File: src/rtl/brp_pkg.sv
/*
  Shared constants, types and decode helpers of the bit-reversal and
  program-space mapping block.
  Assumes a single core clock; no other package is needed.
*/
package brp_pkg;
  // register offsets on the plain register port
  localparam logic [7:0] REG_BITREV = 8'h00;
  localparam logic [7:0] REG_TBL_PAGE = 8'h01;
  localparam logic [7:0] REG_VIS_PAGE = 8'h02;
  localparam logic [7:0] REG_MODE = 8'h03;
  localparam logic [7:0] REG_CORE = 8'h04;
  localparam logic [7:0] REG_STATUS = 8'h05;

  // field positions
  localparam int REV_EN_BIT = 15;
  localparam int PTRSEL_LSB = 8;
  localparam int WIN_EN_BIT = 2;
  localparam int CFG_BIT = 7;
  localparam int ST_BUSY_BIT = 0;
  localparam int ST_STALL_LSB = 1;
  localparam int ST_CFG_BIT = 3;

  // values after reset
  localparam logic [15:0] BITREV_RST = 16'h0000;
  localparam logic [7:0] TBL_PAGE_RST = 8'h00;
  localparam logic [7:0] VIS_PAGE_RST = 8'h00;
  localparam logic [3:0] PTRSEL_RST = 4'hf;
  localparam logic CORE_WIN_RST = 1'b0;
  localparam logic [23:0] PC_RST = 24'h000000;

  // pointer select value that turns bit-reversal off
  localparam logic [3:0] PTR_NONE = 4'hf;
  localparam logic [23:0] PC_STEP = 24'h000002;

  // extra cycles of a window read
  localparam logic [1:0] PEN_MOVE = 2'h1;
  localparam logic [1:0] PEN_OTHER = 2'h2;
  localparam logic [1:0] PEN_RPT_EDGE = 2'h2;
  localparam logic [1:0] PEN_RPT_MID = 2'h0;

  typedef enum logic [2:0] {
    AM_IND = 3'b000,
    AM_POSTINC = 3'b001,
    AM_POSTDEC = 3'b010,
    AM_PREINC = 3'b011,
    AM_PREDEC = 3'b100,
    AM_OTHER = 3'b101
  } brp_mode_e;

  typedef enum logic [0:0] {
    PS_IDLE = 1'b0,
    PS_READ = 1'b1
  } brp_pstate_e;

  function automatic logic [15:0] rev16(input logic [15:0] v);
    logic [15:0] r;
    r = 16'h0000;
    for (int i = 0; i < 16; i++) begin
      r[i] = v[15 - i];
    end
    return r;
  endfunction : rev16

  // reverse-carry add, result word aligned
  function automatic logic [15:0] revAdd(input logic [15:0] p, input logic [14:0] m);
    logic [15:0] s;
    s = rev16(p) + rev16({m, 1'b0});
    return rev16(s) & 16'hfffe;
  endfunction : revAdd
endpackage : brp_pkg

File: src/rtl/brp_bitrev.sv
/*
  X write address generation for one access: normal modes and the
  bit-reversed pre/post-increment form. Purely combinational.
  Assumes the caller decides whether bit-reversal is active.
*/
`timescale 1ns/1ps
module brp_bitrev (
  input wire logic brActive,
  input wire brp_pkg::brp_mode_e mode,
  input wire logic [15:0] ptr,
  input wire logic [15:0] offset,
  input wire logic [14:0] pivot,
  output logic [15:0] ea,
  output logic [15:0] wbData,
  output logic wbEn
);
  logic [15:0] revNext;

  // modifier scaled to bytes, reverse-carry added, lsb cleared
  assign revNext = brp_pkg::revAdd(ptr, pivot);

  always_comb begin
    ea = ptr;
    wbData = ptr;
    wbEn = 1'b0;
    case (mode)
      brp_pkg::AM_POSTINC: begin
        wbEn = 1'b1;
        ea = brActive ? (ptr & 16'hfffe) : ptr;
        wbData = brActive ? revNext : ptr + offset;
      end
      brp_pkg::AM_PREINC: begin
        wbEn = 1'b1;
        wbData = brActive ? revNext : ptr + offset;
        ea = wbData;
      end
      brp_pkg::AM_POSTDEC: begin
        wbEn = 1'b1;
        wbData = ptr - offset;
      end
      brp_pkg::AM_PREDEC: begin
        wbEn = 1'b1;
        wbData = ptr - offset;
        ea = wbData;
      end
      default: begin
        ea = ptr;
      end
    endcase
  end
endmodule : brp_bitrev

File: src/rtl/brp_prog_map.sv
/*
  Program address construction for table and window accesses, and
  shaping of a 24-bit program word into 16-bit read data.
  Assumes the caller has already chosen table or window use.
*/
`timescale 1ns/1ps
module brp_prog_map (
  input wire logic useTable,
  input wire logic [7:0] tblPage,
  input wire logic [7:0] visPage,
  input wire logic [15:0] ea,
  output logic [23:0] progAddr,
  input wire logic fmtHigh,
  input wire logic fmtByte,
  input wire logic fmtSel,
  input wire logic [23:0] word,
  output logic [15:0] data
);
  // window addresses never reach configuration space
  assign progAddr = useTable ? {tblPage, ea} : {1'b0, visPage, ea[14:0]};

  always_comb begin
    data = word[15:0];
    if (fmtHigh) begin
      data = {8'h00, word[23:16]};
      if (fmtByte && fmtSel) begin
        data = 16'h0000;
      end
    end else if (fmtByte) begin
      data = {8'h00, fmtSel ? word[15:8] : word[7:0]};
    end
  end
endmodule : brp_prog_map

File: src/rtl/brp_core.sv
/*
  Address-generation extensions of the core: bit-reversed X write
  addressing with its control registers, table access and the
  program-space window onto program memory, cycle penalties and the
  program counter step.
  Assumes the pipeline holds its request while cpuStall is high and
  that program memory answers a read with progRvalid some cycles later.
*/
// Chosen here: the strobed register port and the register offsets.
// Functional notes
// - bit-reversal only on X path writes, never on reads.
// - active needs select not 15, enable set, pre/post-increment mode.
// - control register: enable bit 15, pivot modifier bits 14..0.
// - only the modifier is reversed; pointer stays in normal order.
// - byte access or other mode gives ordinary unmodified address.
// - active: pointer plus modifier, offset ignored, address lsb zero.
// - modifier scaled to byte addresses for word data.
// - bit-reversal wins; write modulo off, read modulo still works.
// - 24-bit program space, program counter steps by two.
// - table address is page register joined to 16-bit address.
// - page bit 7 selects user or configuration memory.
// - window: address bit 15 and enable give 23-bit user address.
// - window page picks one of 256 pages; read-only, low 16 bits.
// - low table read: word bits 15..0, or selected byte.
// - high table read: bits 23..16, upper byte zero, phantom byte zero.
// - window mapping suspended while a table access runs.
// - window read outside repeat: move one extra, others two extra.
// - in repeat: edges two extra cycles, other iterations none.
`timescale 1ns/1ps
module brp_core (
  input wire logic mclk,
  input wire logic rst,
  input wire logic [7:0] regAddr,
  input wire logic [15:0] regWdata,
  input wire logic regWr,
  input wire logic regRd,
  output logic [15:0] regRdata,
  input wire logic agValid,
  input wire logic agWrite,
  input wire logic agByte,
  input wire brp_pkg::brp_mode_e agMode,
  input wire logic [3:0] agPtrIdx,
  input wire logic [15:0] agPtr,
  input wire logic [15:0] agOffset,
  input wire logic xModuloReq,
  output logic [15:0] agAddr,
  output logic agAddrValid,
  output logic agPtrWe,
  output logic [3:0] agPtrWeIdx,
  output logic [15:0] agPtrData,
  output logic agBitrevUsed,
  output logic xWrModuloEn,
  output logic xRdModuloEn,
  input wire logic dAccValid,
  input wire logic [15:0] dAccAddr,
  input wire logic dAccByte,
  input wire logic dAccIsMove,
  input wire logic rptActive,
  input wire logic rptFirst,
  input wire logic rptLast,
  input wire logic rptIntExit,
  input wire logic rptReentry,
  input wire logic tblValid,
  input wire logic tblHigh,
  input wire logic tblWrite,
  input wire logic tblByte,
  input wire logic [15:0] tblEa,
  input wire logic [15:0] tblWdata,
  output logic [23:0] progAddr,
  output logic progRd,
  output logic progWr,
  output logic [2:0] progWrMask,
  output logic [23:0] progWdata,
  output logic progConfig,
  input wire logic progRvalid,
  input wire logic [23:0] progRdata,
  output logic [15:0] rdData,
  output logic rdValid,
  output logic cpuStall,
  input wire logic pcAdvance,
  input wire logic pcLoad,
  input wire logic [22:0] pcLoadVal,
  output logic [23:0] pc
);
  logic [15:0] bitrevCtrl;
  logic [7:0] tblPage;
  logic [7:0] visPage;
  logic [3:0] ptrSel;
  logic winEn;
  logic brActive;
  logic [15:0] nextEa;
  logic [15:0] nextWb;
  logic nextWbEn;
  logic winHit;
  logic tblGo;
  logic [15:0] mapEa;
  logic [23:0] mapAddr;
  logic [15:0] fmtData;
  logic [1:0] stallCnt;
  logic [1:0] next_pen;
  logic capHigh;
  logic capByte;
  logic capSel;
  brp_pkg::brp_pstate_e pstate;

  // register port, reads answered one cycle later
  always_ff @(posedge mclk or posedge rst) begin
    if (rst) begin
      bitrevCtrl <= brp_pkg::BITREV_RST;
      tblPage <= brp_pkg::TBL_PAGE_RST;
      visPage <= brp_pkg::VIS_PAGE_RST;
      ptrSel <= brp_pkg::PTRSEL_RST;
      winEn <= brp_pkg::CORE_WIN_RST;
    end else if (regWr) begin
      case (regAddr)
        brp_pkg::REG_BITREV: bitrevCtrl <= regWdata;
        brp_pkg::REG_TBL_PAGE: tblPage <= regWdata[7:0];
        brp_pkg::REG_VIS_PAGE: visPage <= regWdata[7:0];
        brp_pkg::REG_MODE: ptrSel <= regWdata[brp_pkg::PTRSEL_LSB +: 4];
        brp_pkg::REG_CORE: winEn <= regWdata[brp_pkg::WIN_EN_BIT];
        default: begin
        end
      endcase
    end
  end

  always_ff @(posedge mclk or posedge rst) begin
    if (rst) begin
      regRdata <= 16'h0000;
    end else if (regRd) begin
      case (regAddr)
        brp_pkg::REG_BITREV: regRdata <= bitrevCtrl;
        brp_pkg::REG_TBL_PAGE: regRdata <= {8'h00, tblPage};
        brp_pkg::REG_VIS_PAGE: regRdata <= {8'h00, visPage};
        brp_pkg::REG_MODE: regRdata <= {4'h0, ptrSel, 8'h00};
        brp_pkg::REG_CORE: regRdata <= {13'h0, winEn, 2'h0};
        brp_pkg::REG_STATUS:
          regRdata <= {12'h000, progConfig, stallCnt, pstate == brp_pkg::PS_READ};
        default: regRdata <= 16'h0000;
      endcase
    end else begin
      regRdata <= 16'h0000;
    end
  end

  // three enabling conditions on the selected pointer
  // byte or other mode falls back to normal
  assign brActive = agWrite && !agByte && ptrSel != brp_pkg::PTR_NONE &&
    bitrevCtrl[brp_pkg::REV_EN_BIT] && agPtrIdx == ptrSel &&
    (agMode == brp_pkg::AM_PREINC || agMode == brp_pkg::AM_POSTINC);

  // modifier reversed, pointer kept in normal order
  // pivot scaled to bytes inside the generator
  brp_bitrev u_bitrev (
    .brActive(brActive),
    .mode(agMode),
    .ptr(agPtr),
    .offset(agOffset),
    .pivot(bitrevCtrl[14:0]),
    .ea(nextEa),
    .wbData(nextWb),
    .wbEn(nextWbEn)
  );

  always_ff @(posedge mclk or posedge rst) begin
    if (rst) begin
      agAddr <= 16'h0000;
      agAddrValid <= 1'b0;
      agPtrWe <= 1'b0;
      agPtrWeIdx <= 4'h0;
      agPtrData <= 16'h0000;
      agBitrevUsed <= 1'b0;
    end else begin
      agAddrValid <= agValid;
      agBitrevUsed <= agValid && brActive;
      // reversed update goes back into the pointer
      agPtrWe <= agValid && nextWbEn;
      if (agValid) begin
        agAddr <= nextEa;
        agPtrWeIdx <= agPtrIdx;
        agPtrData <= nextWb;
      end
    end
  end

  // bit-reversal overrides circular addressing on writes only
  assign xWrModuloEn = xModuloReq && !(agValid && brActive);
  assign xRdModuloEn = xModuloReq;

  // a table access masks the window
  assign tblGo = tblValid && pstate == brp_pkg::PS_IDLE;
  // window hit needs address bit 15 and the enable
  // window is read-only, table writes never route through it
  assign winHit = dAccValid && dAccAddr[15] && winEn && !tblValid &&
    pstate == brp_pkg::PS_IDLE;
  assign mapEa = tblGo ? tblEa : dAccAddr;

  brp_prog_map u_map (
    .useTable(tblGo),
    .tblPage(tblPage),
    .visPage(visPage),
    .ea(mapEa),
    .progAddr(mapAddr),
    .fmtHigh(capHigh),
    .fmtByte(capByte),
    .fmtSel(capSel),
    .word(progRdata),
    .data(fmtData)
  );

  always_ff @(posedge mclk or posedge rst) begin
    if (rst) begin
      progAddr <= 24'h000000;
      progRd <= 1'b0;
      progWr <= 1'b0;
      progWrMask <= 3'h0;
      progWdata <= 24'h000000;
      progConfig <= 1'b0;
    end else begin
      progRd <= (tblGo && !tblWrite) || winHit;
      progWr <= tblGo && tblWrite;
      if (tblGo || winHit) begin
        progAddr <= mapAddr;
        progConfig <= tblGo && tblPage[brp_pkg::CFG_BIT];
      end
      if (tblGo && tblWrite) begin
        progWdata <= tblHigh ? {tblWdata[7:0], 16'h0000} :
          tblByte && tblEa[0] ? {8'h00, tblWdata[7:0], 8'h00} : {8'h00, tblWdata};
        progWrMask <= tblHigh ? 3'b100 : !tblByte ? 3'b011 : tblEa[0] ? 3'b010 : 3'b001;
      end
    end
  end

  // read shaping captured at issue, applied on return
  always_ff @(posedge mclk or posedge rst) begin
    if (rst) begin
      pstate <= brp_pkg::PS_IDLE;
      capHigh <= 1'b0;
      capByte <= 1'b0;
      capSel <= 1'b0;
    end else begin
      case (pstate)
        brp_pkg::PS_IDLE: begin
          if ((tblGo && !tblWrite) || winHit) begin
            pstate <= brp_pkg::PS_READ;
            capHigh <= tblGo && tblHigh;
            capByte <= tblGo ? tblByte : dAccByte;
            capSel <= mapEa[0];
          end
        end
        brp_pkg::PS_READ: begin
          if (progRvalid) begin
            pstate <= brp_pkg::PS_IDLE;
          end
        end
        default: pstate <= brp_pkg::PS_IDLE;
      endcase
    end
  end

  always_ff @(posedge mclk or posedge rst) begin
    if (rst) begin
      rdData <= 16'h0000;
      rdValid <= 1'b0;
    end else begin
      rdValid <= pstate == brp_pkg::PS_READ && progRvalid;
      if (pstate == brp_pkg::PS_READ && progRvalid) begin
        rdData <= fmtData;
      end
    end
  end

  always_comb begin
    if (!rptActive) begin
      next_pen = dAccIsMove ? brp_pkg::PEN_MOVE : brp_pkg::PEN_OTHER;
    end else if (rptFirst || rptLast || rptIntExit || rptReentry) begin
      next_pen = brp_pkg::PEN_RPT_EDGE;
    end else begin
      next_pen = brp_pkg::PEN_RPT_MID;
    end
  end

  always_ff @(posedge mclk or posedge rst) begin
    if (rst) begin
      stallCnt <= 2'h0;
    end else if (winHit) begin
      stallCnt <= next_pen;
    end else if (stallCnt != 2'h0) begin
      stallCnt <= stallCnt - 2'h1;
    end
  end
  assign cpuStall = stallCnt != 2'h0;

  // one program word is two address units
  always_ff @(posedge mclk or posedge rst) begin
    if (rst) begin
      pc <= brp_pkg::PC_RST;
    end else if (pcLoad) begin
      pc <= {pcLoadVal, 1'b0};
    end else if (pcAdvance) begin
      pc <= pc + brp_pkg::PC_STEP;
    end
  end
endmodule : brp_core

File: config.mk
export PLATFORM = sky130hd
export DESIGN_NAME = brp_core
export DESIGN_NICKNAME = d
export VERILOG_FILES = /design/src/rtl/brp_pkg.sv /design/src/rtl/brp_bitrev.sv /design/src/rtl/brp_prog_map.sv /design/src/rtl/brp_core.sv
export SDC_FILE = /design/constraint.sdc
export NUM_CORES = 1
export LEC_CHECK = 0
export ABC_AREA = 1
export BUFFER_PORTS_ARGS = -buffer_cell sky130_fd_sc_hd__buf_2
export CAP_MARGIN = 30
export CORE_UTILIZATION = 55
export CTS_CLUSTER_DIAMETER = 120
export CTS_CLUSTER_SIZE = 8
export DETAILED_ROUTE_END_ITERATION = 8
export MAX_ROUTING_LAYER = met4
export PLACE_DENSITY = 0.84
export SYNTH_ARGS = -nofsm -noshare
export SYNTH_HDL_FRONTEND = slang
export SYNTH_SLANG_ARGS = --single-unit
File: constraint.sdc
create_clock -name mclk -period 15.3 [get_ports mclk]
set_input_delay 0.765 -clock mclk [delete_from_list [all_inputs] [get_ports mclk]]
set_output_delay 0.765 -clock mclk [all_outputs]
set_load 0.02 [all_outputs]
==> impl_metrics.tcl <==
set metrics [dict create \
    period_needed_ns 3.28 \
    outcome "finished clean" \
    max_cap_violations 0 \
    final_common_cell "nand2_1" \
    finalCoreUtilization_pct 67.7 \
    post-route-drc-count 0 \
    postSynth.asyncResetShare_pct 100 \
    hold_violations 0 \
    final.setup.tns_ns 0 \
    clkSlewWorstSetupHoldPaths_ns 0.07 \
    avgRoutedWirePerCell_um 17.2 \
    combined_area_of_the_multi_input_logic_cells_um2 5950 \
    unrepaired_setup_endpoints_after_global_routing "no" \
    worstReg2RegStart "ptrSel[0]" \
    ir_worst_vdd_mv 0.101 \
    drt_first_iter_violations 1162 \
    critical_path_slowest_stage_cell "nand3_2" \
    grt_pass1_wl_um 59400 \
    worst_hold_slack_after_final_layout_ns 0.479 \
    r2r_cells 9 \
    syn_area_um2 11900 \
    max_slew_margin_pct 36.7 \
    insertion_delay_ns 0.45 \
    ctsLongestPathBuffers 2 \
    cts_tree "yes" \
    grt_pass1_vias 11600 \
    fp.coreArea_um2 21200 \
    number_of_flops_mapped_to_enable_cells_by_yosys 0 \
    crit_buf_inv 3 \
    layout-area-overhead-vs-synth_pct 19.9 \
    start_util_pct 56.5 \
    critical_path.startpoint_type "input port" \
    timing_worst_setup_path_type "in2out" \
    via_per_inst 5.50 \
    ff2ff_setup_slack_ns 12.83 \
    finalSetupViolations 0 \
    cts_made_buffers 17 \
    firstDrtPassIters 6 \
    tightest_slew_ns 0.948 \
    sequential_cell_area_fraction_in_the_yosys_report_pct 40.1 \
    seqCellArea_um2 4780 \
    timing.critical_path.max_delay_family "simple AND/OR/NAND/NOR gates" \
    route.vias.total 12400 \
    timing.critical_path.to "xWrModuloEn" \
    final_critical_path_setup_slack_ns 12.02 \
    synthesis.instances 1659 \
    fill_cells 1855 \
    floorplan.die_area_um2 22300 \
    layout_common_cells "449 x nand2_1, 332 x buf_2, 238 x inv_1, 187 x dfrtp_1, 146 x nor2_1" \
    power_density_nw_per_um2 109 \
    design.final.nets 2187 \
    clock_root_buffer "clkbuf_16" \
    grt_start_max_net_pins 122 \
    post_synth_num_cell_types 53 \
    synth_top_area_share_pct 39.2 \
    floorplan.die.height_um 149 \
    synth_nets 1889 \
    crit_path_max_fanout 21 \
    worstPathCellList "buf_2 -> inv_1 -> nand2_1 -> nor3_2 -> nand3_2 -> nor2_1 -> nor2_1 -> buf_2" \
    r2r_end "agPtrData[13]" \
    setup.worst_path.end_class "output port" \
    worst_setup_startpoint "agMode[2]" \
    row_count 53 \
    htree_levels 4 \
    dp.final_hpwl_um 29600 \
    globalplace.congestion 0.971 \
    final_routed_wirelength_across_all_metal_layers_um 38700 \
    cts_setup_buffers 0 \
    post_cts.resized_instances 0 \
    timing.clock.skew_ns 0.0198 \
    synth-main-ff-cell "dfrtp_1" \
    worst_path_largest_cell_delay_ns 0.50 \
    ys_top_cells_by_area "dfrtp_1 39%, nand2_1 14%, inv_1 7.5%, nand3_1 5.6%, a21oi_1 4.8%" \
    worstPathRequired_ns 14.53 \
    synthDominantAreaCellType "dfrtp_1" \
    synthesis.area_per_instance_um2 7.20 \
    num_io_pins 334 \
    p_leak_uw 0.00780 \
    min_path_type "in2async" \
    cts.sinks 191 \
    final_critical_path_share_of_the_clock_period_pct 21.4 \
    portBuffers 332 \
    setup_ws_pre_cts_ns 12.05 \
    timing.critical_path.arrival_ns 2.51 \
    post_cts_hold_buffer_count 0 \
    globalRoute.totalOverflow 0 \
    report.power.total_uw 1560 \
    grt.total_usage_pct 35.6 \
    postRouteAntennaNets 0 \
    fp.dieW_um 149 \
    worst-path-stages 8 \
    synth.ff_latch_count 191 \
    post_route_cells_drive_above_1_share_pct 21.4 \
    fmax_mhz 305 \
    synthesis.yosys.warnings 0 \
    report.final.slew_viol_count 0 \
    number_of_antenna_violations_at_the_first_check_in_global_routing 4 \
]
==> cell type report <==
type / instances / share of cell area [%]
Multi-Input combinational cell: 1165 / 41.5
Sequential cell: 191 / 33.4
Timing Repair Buffer: 335 / 11.8
Inverter: 247 / 6.53
Clock buffer: 18 / 3.07
Tap cell: 275 / 2.40
Clock inverter: 14 / 1.20
Antenna cell: 8 / 0.140
==> logic make-up (layout without fill, tap and decap cells) <==
kind of cell,Yosys count,in the layout,synth area share [%]
and+or+nand+nor,796,796,28.5
adders and majority gates,49,49,5.32
DFF,191,191,40.1
muxes,1,1,0.0943
xor gates and xnor gates,29,29,2.13
buffers and inverters,303,614,10.2
AOI/OAI and AO/OA,289,289,13.7
other,1,9,0.0314
==> flip-flops by register name, indices dropped and copies added (netlist names), 8 cells and up <==
name,cells
progAddr,24
progWdata,24
pc,23
agAddr,16
agPtrData,16
bitrevCtrl,16
rdData,16
regRdata,16
tblPage,8
visPage,8
==> worst min path at each step <==
stage | cells after the start | endpoint
global route | 2 | agPtrWeIdx[2]
global placement | 2 | agPtrWeIdx[1]
floorplan | 2 | tblPage[7]
CTS | 2 | agPtrWeIdx[1]
detailed placement | 2 | progWrMask[0]
finish | 2 | rdData[11]
==> power breakdown <==
part / leakage (uW) / total, uW / internal (uW) / switching, uW
Sequential: 0.00236 / 634 / 577 / 56.4
Combinational: 0.00514 / 466 / 153 / 313
Clock: 0.000291 / 461 / 238 / 223
==> metrics by stage <==
stage               cells  cell area, um^2
floorplan            1659            11900
global placement     2213            13700
detailed placement   2213            13700
CTS                  2245            14300
global route         2249            14300
finish               2253            14300
==> routing by layer <==
metal | GRT usage, % | vias to the layer above | share of wire, %
met4 | 17.0 | 0 | 4.2
met3 | 6.85 | 109 | 8.6
met1 | 45.3 | 5736 | 41
li1 | - | 5938 | -
met2 | 54.5 | 616 | 47
met5 | - | - | 0
==> cell usage after synthesis (all sizes together), types with 10 or more instances <==
cell      n
clkbuf   20
nand3   139
buf      36
a31oi    33
xor2     14
nand4    15
nor2    158
inv     244
a21oi   118
ha       46
nor3     15
dfrtp   187
o211ai   10
nand2   455
xnor2    15
o21ai   100
a22oi    12
==> worst reg2reg max path: cells and delay by family, from the launching register on <==
family                 cells  cell delay (ns)
and+or+nand+nor            5             0.96
DFF                        1             0.58
buffers and inverters      2             0.53
AOI/OAI and AO/OA          2             0.27
(Power assumes the default switching activity.)
